**config.mk**
```make
export PLATFORM = sky130hd
export DESIGN_NAME = ums_status
export DESIGN_NICKNAME = d
export VERILOG_FILES = /design/src/ums_status.v
export VERILOG_INCLUDE_DIRS = /design/src
export SDC_FILE = /design/constraint.sdc
export NUM_CORES = 1
export LEC_CHECK = 0
export ABC_CLOCK_PERIOD_IN_PS = 2780
export BUFFER_PORTS_ARGS = -buffer_cell sky130_fd_sc_hd__clkbuf_2
export CAP_MARGIN = 20
export CORE_MARGIN = 2
export CORE_UTILIZATION = 55
export DETAILED_ROUTE_END_ITERATION = 8
export HOLD_SLACK_MARGIN = 0.08
export PLACE_DENSITY = 0.8
export SYNTH_ARGS = -nofsm -noshare
export SYNTH_HDL_FRONTEND = slang
export SYNTH_SLANG_ARGS = --single-unit
```
**constraint.sdc**
```tcl
create_clock -name core_clk -period 2.78 [get_ports core_clk]
set_input_delay 0.139 -clock core_clk [delete_from_list [all_inputs] [get_ports core_clk]]
set_output_delay 0.139 -clock core_clk [all_outputs]
set_load 0.05 [all_outputs]
```
**src/ums_defines.vh**
```
/*
 Register offsets, field positions and reset values for the line and modem
 status block. Assumes inclusion by bare name from the block's module.
*/
`ifndef UMS_DEFINES_VH
`define UMS_DEFINES_VH

// Register offsets on the plain register port
`define UMS_ADDR_W 4
`define UMS_OFS_LINE_STATE 4'h5
`define UMS_OFS_MODEM_STATE 4'h6
`define UMS_OFS_MODEM_CTRL 4'h4
`define UMS_OFS_IRQ_STATUS 4'h8
`define UMS_OFS_IRQ_MASK 4'h9
`define UMS_OFS_RX_CTRL 4'hA
`define UMS_OFS_RX_DATA 4'h0

// Line status field positions
`define UMS_LS_READY 0
`define UMS_LS_OVERRUN 1
`define UMS_LS_PARITY 2

// Modem status field positions
`define UMS_MS_D_CTS 0
`define UMS_MS_D_DSR 1
`define UMS_MS_D_BELL 2
`define UMS_MS_D_CD 3
`define UMS_MS_CTS 4
`define UMS_MS_DSR 5
`define UMS_MS_BELL 6
`define UMS_MS_CD 7

// Modem control fields
`define UMS_MC_DTR 0
`define UMS_MC_RTS 1
`define UMS_MC_AUXA 2
`define UMS_MC_AUXB 3
`define UMS_MC_LOOP 4

// Interrupt status fields
`define UMS_IRQ_MODEM 0
`define UMS_IRQ_OVERRUN 1
`define UMS_IRQ_PARITY 2
`define UMS_IRQ_W 3

// Receive control fields
`define UMS_RC_FIFO_EN 0

// Receive FIFO shape
`define UMS_FIFO_DEPTH 16
`define UMS_PTR_W 4
`define UMS_CNT_W 5

// Reset values
`define UMS_RST_BYTE 8'h00
`define UMS_RST_IRQ 3'h0
`define UMS_RST_PTR 4'h0
`define UMS_RST_CNT 5'h00
`define UMS_RST_SYNC 4'hF
`define UMS_RST_NIB 4'h0
`define UMS_RST_CTRL 5'h00
`define UMS_RST_EFS 3'h0

// Feature select shape and FIFO word layout
`define UMS_EFS_W 3
`define UMS_EFS_LVL 0
`define UMS_FIFO_PAR 8

`endif

```
**src/ums_status.v**
```verilog
/*
 Line status low bits and modem status register of one serial port, with a
 small receive FIFO that holds each character with its parity flag.
 Assumes one core clock, asynchronous active-high reset, a receiver that
 pulses rx_done with rx_char and rx_parity_bad, and modem pins that are
 asynchronous and active low.
*/
`timescale 1ns/10ps
`include "ums_defines.vh"

// Notes on behaviour
// Line bit 2 set when the character's parity fails, else zero.
// In FIFO mode parity flag belongs to the character at FIFO head.
// Line bit 1 set when a character completes while FIFO is full.
// On overrun the new character overwrites the shift register content.
// On overrun the full FIFO is not written; its contents stay intact.
// Line bit 0 high while any received character waits, else low.
// Modem status is read-only, showing the present handshake input state.
// Modem status address reads status; writes go to extra feature select.
// Change bits 3, 1, 0 set when their modem input changes; bell bit 2 per.
// Every read of modem status clears all four change bits.
// Bell change bit 2 sets only on input going low to high.
// Modem interrupt raised while any of modem status bits 3:0 is one.
// Bit 7: inverse carrier detect, or aux output B in loopback.
// Bit 6: inverse bell sense, or aux output A in loopback.
// Bit 5: inverse data set ready, or terminal ready in loopback.
// Bit 4: inverse clear to send, or send request in loopback.
// Bits 3, 1, 0 flag changes on carrier, data set ready, clear to send.
// Inputs synchronised first; a change during a clearing read stays set.
module ums_status (
	input wire core_clk,
	input wire rst,
	input wire [`UMS_ADDR_W-1:0] reg_addr,
	input wire [7:0] reg_wdata,
	input wire reg_wr,
	input wire reg_rd,
	output reg [7:0] reg_rdata,
	input wire rx_done,
	input wire [7:0] rx_char,
	input wire rx_parity_bad,
	input wire clear_to_send_n,
	input wire data_set_ready_n,
	input wire bell_sense_in_n,
	input wire carrier_detect_in_n,
	output reg irq,
	output reg [2:0] extra_feature_select,
	output reg lvl_count_en,
	output reg [4:0] modem_ctrl_out
);

	// Software visible registers
	reg [7:0] modem_ctrl_reg_r;
	reg [7:0] rx_ctrl_r;
	reg [2:0] irq_status_r;
	reg [2:0] irq_mask_r;
	reg [3:0] modem_delta_r;

	// Receive path: shift register, holding register, overrun flag
	reg overrun_r;
	reg [7:0] shift_char_r;
	reg shift_par_r;
	reg [7:0] hold_char_r;
	reg hold_par_r;
	reg hold_full_r;

	// Receive FIFO: parity flag above each character
	reg [8:0] fifo_mem [0:`UMS_FIFO_DEPTH-1];
	reg [`UMS_PTR_W-1:0] wr_ptr_r;
	reg [`UMS_PTR_W-1:0] rd_ptr_r;
	reg [`UMS_CNT_W-1:0] count_r;

	// Modem pin synchronisers and change history
	reg [3:0] sync1_r;
	reg [3:0] sync2_r;
	reg [3:0] prev_r;

	// Mode bits and FIFO level
	wire fifo_en;
	wire loopback;
	wire fifo_full;
	wire fifo_empty;

	// Head of receive storage
	wire data_ready;
	wire [8:0] head_word;
	wire parity_fifo;
	wire parity_hold;
	wire parity_head;

	// Handshake line state and change detection
	wire [3:0] pin_level;
	wire [3:0] loop_level;
	wire [3:0] state_now;
	wire [3:0] change;

	// Decoded strobes
	wire rd_modem;
	wire rd_data;
	wire rd_line;
	wire wr_modem_ctrl;
	wire wr_rx_ctrl;
	wire wr_irq_mask;
	wire wr_irq_status;
	wire wr_feature;

	// Receive events
	wire overrun_ev;
	wire push;
	wire pop;

	// Register views and interrupt status
	wire [7:0] line_state;
	wire [7:0] modem_state;
	wire [2:0] irq_events;
	wire [2:0] irq_status_nxt;
	reg [7:0] rdata_nxt;

	// Mode bits and FIFO level
	assign fifo_en = rx_ctrl_r[`UMS_RC_FIFO_EN];
	assign loopback = modem_ctrl_reg_r[`UMS_MC_LOOP];
	assign fifo_full = (count_r == `UMS_FIFO_DEPTH);
	assign fifo_empty = (count_r == `UMS_RST_CNT);

	// Receive storage full test, per mode
	assign overrun_ev = rx_done & (fifo_en ? fifo_full : hold_full_r);
	assign push = rx_done & ~overrun_ev & fifo_en;
	assign rd_data = reg_rd & (reg_addr == `UMS_OFS_RX_DATA);
	assign pop = rd_data & fifo_en & ~fifo_empty;
	assign rd_modem = reg_rd & (reg_addr == `UMS_OFS_MODEM_STATE);

	// Strobe decode, one wire per register access
	assign rd_line = reg_rd & (reg_addr == `UMS_OFS_LINE_STATE);
	assign wr_modem_ctrl = reg_wr & (reg_addr == `UMS_OFS_MODEM_CTRL);
	assign wr_rx_ctrl = reg_wr & (reg_addr == `UMS_OFS_RX_CTRL);
	assign wr_irq_mask = reg_wr & (reg_addr == `UMS_OFS_IRQ_MASK);
	assign wr_irq_status = reg_wr & (reg_addr == `UMS_OFS_IRQ_STATUS);
	assign wr_feature = reg_wr & (reg_addr == `UMS_OFS_MODEM_STATE);

	// Ready and parity taken from the head of storage
	assign data_ready = fifo_en ? ~fifo_empty : hold_full_r;

	// Word at the head of the FIFO, character with its parity flag
	assign head_word = fifo_mem[rd_ptr_r];
	assign parity_fifo = ~fifo_empty & head_word[`UMS_FIFO_PAR];
	assign parity_hold = hold_full_r & hold_par_r;
	assign parity_head = fifo_en ? parity_fifo : parity_hold;

	// Line status: parity at head, overrun, data ready
	assign line_state = {5'h00, parity_head, overrun_r, data_ready};

	// Present state of handshake lines, bit order cts, dsr, bell, cd
	assign pin_level = ~sync2_r;
	// Loopback view of the modem control bits
	assign loop_level[`UMS_MS_D_CTS] = modem_ctrl_reg_r[`UMS_MC_RTS];
	assign loop_level[`UMS_MS_D_DSR] = modem_ctrl_reg_r[`UMS_MC_DTR];
	assign loop_level[`UMS_MS_D_BELL] = modem_ctrl_reg_r[`UMS_MC_AUXA];
	assign loop_level[`UMS_MS_D_CD] = modem_ctrl_reg_r[`UMS_MC_AUXB];
	assign state_now = loopback ? loop_level : pin_level;

	// Change detectors: both edges except bell, rising only
	genvar gi;
	generate
		for (gi = 0; gi < 4; gi = gi + 1) begin : g_delta
			if (gi == 2) begin : g_bell
				assign change[gi] = ~state_now[gi] & prev_r[gi];
			end else begin : g_any
				assign change[gi] = state_now[gi] ^ prev_r[gi];
			end
		end
	endgenerate

	// Modem status view: line state above the change flags
	assign modem_state = {state_now, modem_delta_r};

	// Interrupt events: parity of a pushed character, overrun, any modem change
	assign irq_events = {rx_parity_bad & push, overrun_ev, |modem_delta_r};

	// Sticky status per bit: the event wins over a same-cycle write of one
	genvar gb;
	generate
		for (gb = 0; gb < `UMS_IRQ_W; gb = gb + 1) begin : g_irq
			assign irq_status_nxt[gb] = irq_events[gb] |
				(irq_status_r[gb] & ~(wr_irq_status & reg_wdata[gb]));
		end
	endgenerate

	// Two-flop synchronisers on the asynchronous modem pins
	always @(posedge core_clk or posedge rst) begin
		if (rst) begin
			sync1_r <= `UMS_RST_SYNC;
			sync2_r <= `UMS_RST_SYNC;
		end else begin
			sync1_r <= {carrier_detect_in_n, bell_sense_in_n, data_set_ready_n,
				clear_to_send_n};
			sync2_r <= sync1_r;
		end
	end

	// Last seen line state, compared by the change detectors
	always @(posedge core_clk or posedge rst) begin
		if (rst) begin
			prev_r <= `UMS_RST_NIB;
		end else begin
			prev_r <= state_now;
		end
	end

	// Change flags: a new change wins over the clearing read
	always @(posedge core_clk or posedge rst) begin
		if (rst) begin
			modem_delta_r <= `UMS_RST_NIB;
		end else begin
			modem_delta_r <= (rd_modem ? 4'h0 : modem_delta_r) | change;
		end
	end

	// Interrupt status, mask and the level interrupt output
	always @(posedge core_clk or posedge rst) begin
		if (rst) begin
			irq_status_r <= `UMS_RST_IRQ;
			irq_mask_r <= `UMS_RST_IRQ;
			irq <= 1'b0;
		end else begin
			irq_status_r <= irq_status_nxt;
			if (wr_irq_mask) begin
				irq_mask_r <= reg_wdata[`UMS_IRQ_W-1:0];
			end
			irq <= |(irq_status_nxt & irq_mask_r);
		end
	end

	// Modem control and receive control registers
	always @(posedge core_clk or posedge rst) begin
		if (rst) begin
			modem_ctrl_reg_r <= `UMS_RST_BYTE;
			rx_ctrl_r <= `UMS_RST_BYTE;
		end else begin
			if (wr_modem_ctrl) begin
				modem_ctrl_reg_r <= reg_wdata;
			end
			if (wr_rx_ctrl) begin
				rx_ctrl_r <= reg_wdata;
			end
		end
	end

	// Copy of modem control bits for the pins, one cycle behind
	always @(posedge core_clk or posedge rst) begin
		if (rst) begin
			modem_ctrl_out <= `UMS_RST_CTRL;
		end else begin
			modem_ctrl_out <= modem_ctrl_reg_r[`UMS_MC_LOOP:0];
		end
	end

	// Writes at the modem status address land in the feature select
	always @(posedge core_clk or posedge rst) begin
		if (rst) begin
			extra_feature_select <= `UMS_RST_EFS;
			lvl_count_en <= 1'b0;
		end else if (wr_feature) begin
			extra_feature_select <= reg_wdata[`UMS_EFS_W-1:0];
			lvl_count_en <= reg_wdata[`UMS_EFS_LVL];
		end
	end

	// Receive shift register: every arriving character overwrites it
	always @(posedge core_clk or posedge rst) begin
		if (rst) begin
			shift_char_r <= `UMS_RST_BYTE;
			shift_par_r <= 1'b0;
		end else if (rx_done) begin
			shift_char_r <= rx_char;
			shift_par_r <= rx_parity_bad;
		end
	end

	// Holding register for the mode without FIFO
	always @(posedge core_clk or posedge rst) begin
		if (rst) begin
			hold_char_r <= `UMS_RST_BYTE;
			hold_par_r <= 1'b0;
			hold_full_r <= 1'b0;
		end else if (rx_done & ~overrun_ev & ~fifo_en) begin
			hold_char_r <= rx_char;
			hold_par_r <= rx_parity_bad;
			hold_full_r <= 1'b1;
		end else if (rd_data & ~fifo_en) begin
			hold_full_r <= 1'b0;
		end
	end

	// Overrun flag: a new overrun wins over the clearing line read
	always @(posedge core_clk or posedge rst) begin
		if (rst) begin
			overrun_r <= 1'b0;
		end else if (overrun_ev) begin
			overrun_r <= 1'b1;
		end else if (rd_line) begin
			overrun_r <= 1'b0;
		end
	end

	// Receive FIFO pointers; clearing the enable flushes them
	always @(posedge core_clk or posedge rst) begin
		if (rst) begin
			wr_ptr_r <= `UMS_RST_PTR;
			rd_ptr_r <= `UMS_RST_PTR;
		end else if (~fifo_en) begin
			wr_ptr_r <= `UMS_RST_PTR;
			rd_ptr_r <= `UMS_RST_PTR;
		end else begin
			if (push) begin
				wr_ptr_r <= wr_ptr_r + 1'b1;
			end
			if (pop) begin
				rd_ptr_r <= rd_ptr_r + 1'b1;
			end
		end
	end

	// Receive FIFO fill count; full at the configured depth
	always @(posedge core_clk or posedge rst) begin
		if (rst) begin
			count_r <= `UMS_RST_CNT;
		end else if (~fifo_en) begin
			count_r <= `UMS_RST_CNT;
		end else if (push & ~pop) begin
			count_r <= count_r + 1'b1;
		end else if (pop & ~push) begin
			count_r <= count_r - 1'b1;
		end
	end

	// FIFO storage, character with its parity flag
	always @(posedge core_clk) begin
		if (push) begin
			fifo_mem[wr_ptr_r] <= {rx_parity_bad, rx_char};
		end
	end

	// Read data mux
	always @* begin
		case (reg_addr)
			`UMS_OFS_RX_DATA: begin
				rdata_nxt = fifo_en ? head_word[7:0] : hold_char_r;
			end
			`UMS_OFS_LINE_STATE: begin
				rdata_nxt = line_state;
			end
			`UMS_OFS_MODEM_STATE: begin
				rdata_nxt = modem_state;
			end
			`UMS_OFS_MODEM_CTRL: begin
				rdata_nxt = modem_ctrl_reg_r;
			end
			`UMS_OFS_RX_CTRL: begin
				rdata_nxt = rx_ctrl_r;
			end
			`UMS_OFS_IRQ_STATUS: begin
				rdata_nxt = {5'h00, irq_status_r};
			end
			`UMS_OFS_IRQ_MASK: begin
				rdata_nxt = {5'h00, irq_mask_r};
			end
			default: begin
				rdata_nxt = `UMS_RST_BYTE;
			end
		endcase
	end

	// Read data stands only in the cycle after the strobe
	always @(posedge core_clk or posedge rst) begin
		if (rst) begin
			reg_rdata <= `UMS_RST_BYTE;
		end else begin
			reg_rdata <= reg_rd ? rdata_nxt : `UMS_RST_BYTE;
		end
	end

endmodule

```
# Word-level counts from Yosys, hierarchy flattened
# Memory sizes are Yosys's and may differ from the RTL's.
# Cells that the tools add are included.
[op_classes]
reduce_logical = 6
muxes = 21
n_shift = 0
n_bitwise = 45
eq_ne = 10
n_addsub = 4
magnitude_cmp = 0
mul = 0
div_mod_pow = 0
[ops]
columns = ["op", "n"]
rows = [
  ["one-hot mux 8 bit (7 select lines)", 1],
  ["bitwise AND 1 bit", 27],
  ["2-to-1 mux 4 bit", 6],
  ["2-to-1 mux 8 bit", 2],
  ["2-to-1 mux 5 bit", 3],
  ["== test 4 x 3 -> 1 bit (second input constant)", 3],
  ["== test 4 bit (second input constant)", 3],
  ["2-to-1 mux 1 bit", 9],
  ["inverter 1 bit", 9],
  ["adder 4 x 1 -> 4 bit (second input constant)", 2],
  ["adder 5 x 1 -> 5 bit (second input constant)", 1],
  ["== test 5 bit (second input constant)", 1],
  ["zero test 5 bit", 1],
  ["subtractor 5 x 1 -> 5 bit (second input constant)", 1],
  ["zero test 4 bit", 1],
  ["!= test 2 x 1 -> 1 bit (second input constant)", 2],
  ["inverter 4 bit", 1],
  ["OR 4 bit", 1],
  ["nonzero test 2 bit", 2],
  ["OR reduction 4 bit", 1],
  ["bitwise AND 3 bit", 1],
  ["!= test 3 x 1 -> 1 bit (second input constant)", 1],
  ["OR 1 bit", 3],
  ["OR reduction 3 bit", 1],
  ["XOR 1 bit", 3],
]
[totals]
output_inout_bits = 18
in_bits = 30
romBits = 0
ff_bits = 80
ram_bits = 144
latchBits = 0
n_memories = 1
[mem_list]
columns = ["name", "depth", "word_bits", "read_ports", "rd_ports_with_merged_regs", "wr", "line", "rtl"]
rows = [
  ["fifo_mem", 16, 9, 1, 0, 1, "ums_status.v:67", "reg [8:0] fifo_mem [0:`UMS_FIFO_DEPTH-1];"],
]

# Logic depth before layout (Yosys ltp)
[depth]
word_depth = 11
mapped_depth = 11
depth_no_buf = 9

# Least setup slack after synthesis
# No wires, ideal clock.
[synth_timing]
path_kind = "register to register"
from = "register count_r[1]"
to = "register count_r[4]"
stages_incl_launch_ff = 10
setup_ns = 0.079
period_less_slack_ns = 2.898
arrival_ns = 2.819
setup_slack_ns = -0.118
path_cell_list = "dfrtp_1 -> or4_4 -> o2111ai_4 -> nand3_1 -> fa_1 -> a21oi_1 -> nor2b_1 -> or4_1 -> nand2_1 -> mux2i_1"
[synth_via]
elab_chain_len = 9
elab_cells_between_ends = 19
cone_classes = "2 x add/sub; 2 x eq/ne; 4 x mux; 10 x bitwise; 1 x reduce/logical"
[synth_lines]
columns = ["element", "line", "rtl"]
rows = [
  ["from (decl)", "ums_status.v:70", "reg [`UMS_CNT_W-1:0] count_r;"],
  ["from (signal assigned)", "ums_status.v:325", "count_r <= `UMS_RST_CNT;"],
  ["from (signal assigned)", "ums_status.v:327", "count_r <= `UMS_RST_CNT;"],
  ["from (signal assigned)", "ums_status.v:329", "count_r <= count_r + 1'b1;"],
  ["== test 5 bit (no line)", "n/a", ""],
  ["2-to-1 mux 1 bit", "ums_status.v:125", "assign overrun_ev = rx_done & (fifo_en ? fifo_full : hold_full_r);"],
  ["bitwise AND 1 bit", "ums_status.v:125", ""],
  ["inverter 1 bit", "ums_status.v:126", "assign push = rx_done & ~overrun_ev & fifo_en;"],
  ["bitwise AND 1 bit (2 in a row)", "ums_status.v:126", ""],
  ["inverter 1 bit or bitwise AND 1 bit (tied branches)", "ums_status.v:330, ums_status.v:328", ""],
  ["bitwise AND 1 bit or 2-to-1 mux 5 bit (tied branches)", "ums_status.v:330, ums_status.v:328", ""],
  ["!= test 3 x 1 -> 1 bit (no line) or 2-to-1 mux 5 bit (tied branches)", "n/a", ""],
]
# Several ways; a longest one is shown, not always the timed one. The select of a mux whose other input is x is not followed.
# A chain may end at the register's enable or synchronous reset.

# Worst setup path in the final report
# Ends and elaborated chain as after synthesis.

==> impl_results.md <==
* Antenna Diode Count at 0
* Vias in the first global route at 5538
* Met1 Routed Length at 7650 um
* Reg power frac at 0.485
* Register area share after synthesis at 0.692
* Synth top area cells: edfxtp_1 (47%), dfrtp_1 (19%), mux4_2 (7.9%)
* Share of total power in combinational logic at 0.125
* Max Clock Skew at 0.0135 ns
* Cells after Synth at 558
* RSZ-0062 raised after global routing: false
* Fin. max-slew vios at 0
* Clock Latency Late Sink at 0.51 ns
* Crit Path Max Fanout at 5
* DRT Pass-1 Iters at 5
* Top cell type's share of synthesized area at 0.474
* Type of element launching the critical path: register
* CTS resizes at 0
* DIE WIDTH at 133 um
* Worst hold slack at 0.0882 ns
* Core Footprint at 16400 sq um
* Worst Hold Class: in2reg
* # DRC at 0
* Clock Pin Slew Worst Setup and Hold Paths at 0.06 ns
* Global route total overflow at 0
* Reg2Reg Depth at 9
* Final Hold Fails at 0
* Final wirelength at 18500 um
* Min cycle time layout at 2.70 ns
* Vias/cell at 5.97
* Post-route ant nets at 0
* FF+latch count, synth at 223
* Slew @ Worst Pin at 0.979 ns
* Most frequent cells in the layout: edfxtp_1 (144), dfrtp_1 (70), clkbuf_2 (47), mux2_2 (37), nor2_1 (33)
* Die area at 17600 sq um
* Sw frac at 0.244
* Data arrival, critical path at 3.13 ns
* Root Buffer: clkbuf_16
* Ys flop type: edfxtp_1
* First-pass GRT wire length at 29700 um
* Yosys top cell by area: edfxtp_1
* Layout cells sized above 1 at 0.282
* Post-Syn Area per Cell at 16.3 sq um
* Area growth from synthesis to layout at 16.2%
* Met2 WL post-DR at 9230 um
* Top layer in use: met4
* Internal at 6.11 mW
* Total track usage at 0.217
* Pwr Total at 8.09 mW
* DR iter-0 viols at 449
* Max-Cap Viols at 0
* VDD IR max at 0.000504 V
* HPWL after DPL at 12400 um
* Initial antenna violation count at 0
* TritonCTS buffer count at 22
* Synth cell types at 55
* Leak at 3.85 nW
* Nets@finish at 672
* CTS tree: done
* Synthesized cell area at 9120 sq um
* WHS Path Cells at 1
* Worst Min Path Start: rx_char[4]
* Part of the power in the clock network at 0.390
* I/O Pins at 48
* Fin crit share at 0.970
* CTS Sinks at 223
* Gpl congestion at 0.887
* R2r startpoint: count_r[1]
* Post-synth EDFFs at 144
* Port bufs at 47
* NetSw at 1.97 mW
* Critical path class: reg2reg
* R2R setup slack at 0.08 ns
* Die H at 133 um
* Setup Viol. Count Final at 0
* Fmax at 0.371 GHz
* Yosys warning count at 0
* Relative slew slack at 0.345
* CTS H-tree depth at 1
* Fin util at 0.646
* Leading cell type in the layout, fill and taps excluded: edfxtp_1
* Status: finished, final reports clean
* Synthesized net count at 598
* Initial core utilization at 0.556
* Req. time, crit path at 3.22 ns
* Wire length per cell at 21.3 um
* Rows at 47
* CTS max path bufs at 3
* Endpoint, Worst Hold: fifo_mem[4][4]
* Reg2reg end: count_r[4]
* Ys async rst share at 0.354
* P per Cell Area at 763 nW/um^2
* Wire length on met3 at 1090 um
* Vias at 5181
* Largest net degree at the start of global routing at 46
* CP Capture Type: register
==> worst max path at each step <==
stage,from,endpoint,slack (ns),cells past startpoint
3_3_place_gp,count_r[1],count_r[4],0.13,9
4_1_cts,count_r[1],count_r[4],0.02,9
6_report,count_r[1],count_r[4],0.08,9
5_1_grt,count_r[1],count_r[4],0.006,9
3_5_place_dp,count_r[1],count_r[4],0.04,9
2_1_floorplan,count_r[1],count_r[4],-0.002,9
==> layout make-up <==
class / count / area, sq um
clock buffer: 28 / 614
inverter: 11 / 42.5
multi-input combinational: 296 / 2650
clock inverter: 12 / 166
tap: 220 / 275
timing repair buffer: 78 / 536
sequential: 223 / 6310
fill: 1103 / 5810
==> cells by family (layout without fill, tap and decap cells) <==
family,after synthesis,after routing,share of synthesized area
xor+xnor,11,11,0.0126
mux,83,83,0.140
flops,223,223,0.692
buf+inv,39,129,0.0195
simple gates,110,110,0.0599
fa+ha+maj,10,10,0.0145
compound gates,82,82,0.0615
==> repair_timing <==
item / in CTS / in global routing
setup buffers: 0 / 2
endpoints found under the setup margin: 0 / 1
hold endpoints to repair: 89 / 0
hold buffers: 17 / 0
==> cells in the mapped netlist, types with 11 or more instances <==
library cell  count
dfrtp_1          71
nand2_1          32
edfxtp_1        144
mux2i_1          14
clkbuf_1         13
a21oi_1          24
a22oi_1          14
o21ai_0          13
mux2_2           37
inv_1            11
mux4_2           32
nor2_1           33
==> critical path, stage by stage (launching register included) <==
cell and delay, ns:
dfrtp_1 0.41, or4_4 0.58, o2111ai_4 0.23, nand3_4 0.13
fa_2 0.38, a21oi_2 0.14, nor2b_1 0.07, or4_1 0.41
nand2_1 0.09, mux2i_1 0.18
==> state kept, by name (all words and copies together) (netlist names), 3 cells and up <==
name,cells
extra_feature_select,3
sync2_r,4
rx_ctrl_r,8
fifo_mem,144
irq_mask_r,3
rd_ptr_r,4
reg_rdata,8
prev_r,4
modem_ctrl_reg_r,8
hold_char_r,8
sync1_r,4
irq_status_r,3
modem_ctrl_out,5
count_r,5
modem_delta_r,4
wr_ptr_r,4
==> routing by layer <==
metal | global-route usage | up-vias
met4 | 0.0669 | 0
met3 | 0.0360 | 46
met1 | 0.295 | 2644
met5 | 0 | -
met2 | 0.364 | 202
li1 | - | 2289
==> through the flow <==
step | instance area (sq um) | setup TNS, ns | setup WS [ns] | cells
after CTS | 10600 | 0 | 0.0215 | 866
after global placement | 9630 | 0 | 0.131 | 809
after global routing | 10600 | 0 | 0.00567 | 868
final | 10600 | 0 | 0.0834 | 868
after detailed placement | 9630 | 0 | 0.0386 | 809
after floorplan | 9140 | -0.00181 | -0.00181 | 558
==> power by group through the flow <==
stage / clock, mW / combinational, mW / sequential (mW)
2_1_floorplan: 0 / 0.593 / 4.07
3_3_place_gp: 0 / 0.920 / 3.97
5_1_grt: 3.32 / 1.09 / 3.95
3_5_place_dp: 0 / 0.971 / 3.99
4_1_cts: 3.20 / 1.00 / 3.92
6_report: 3.15 / 1.01 / 3.92
(Power assumes the default switching activity.)
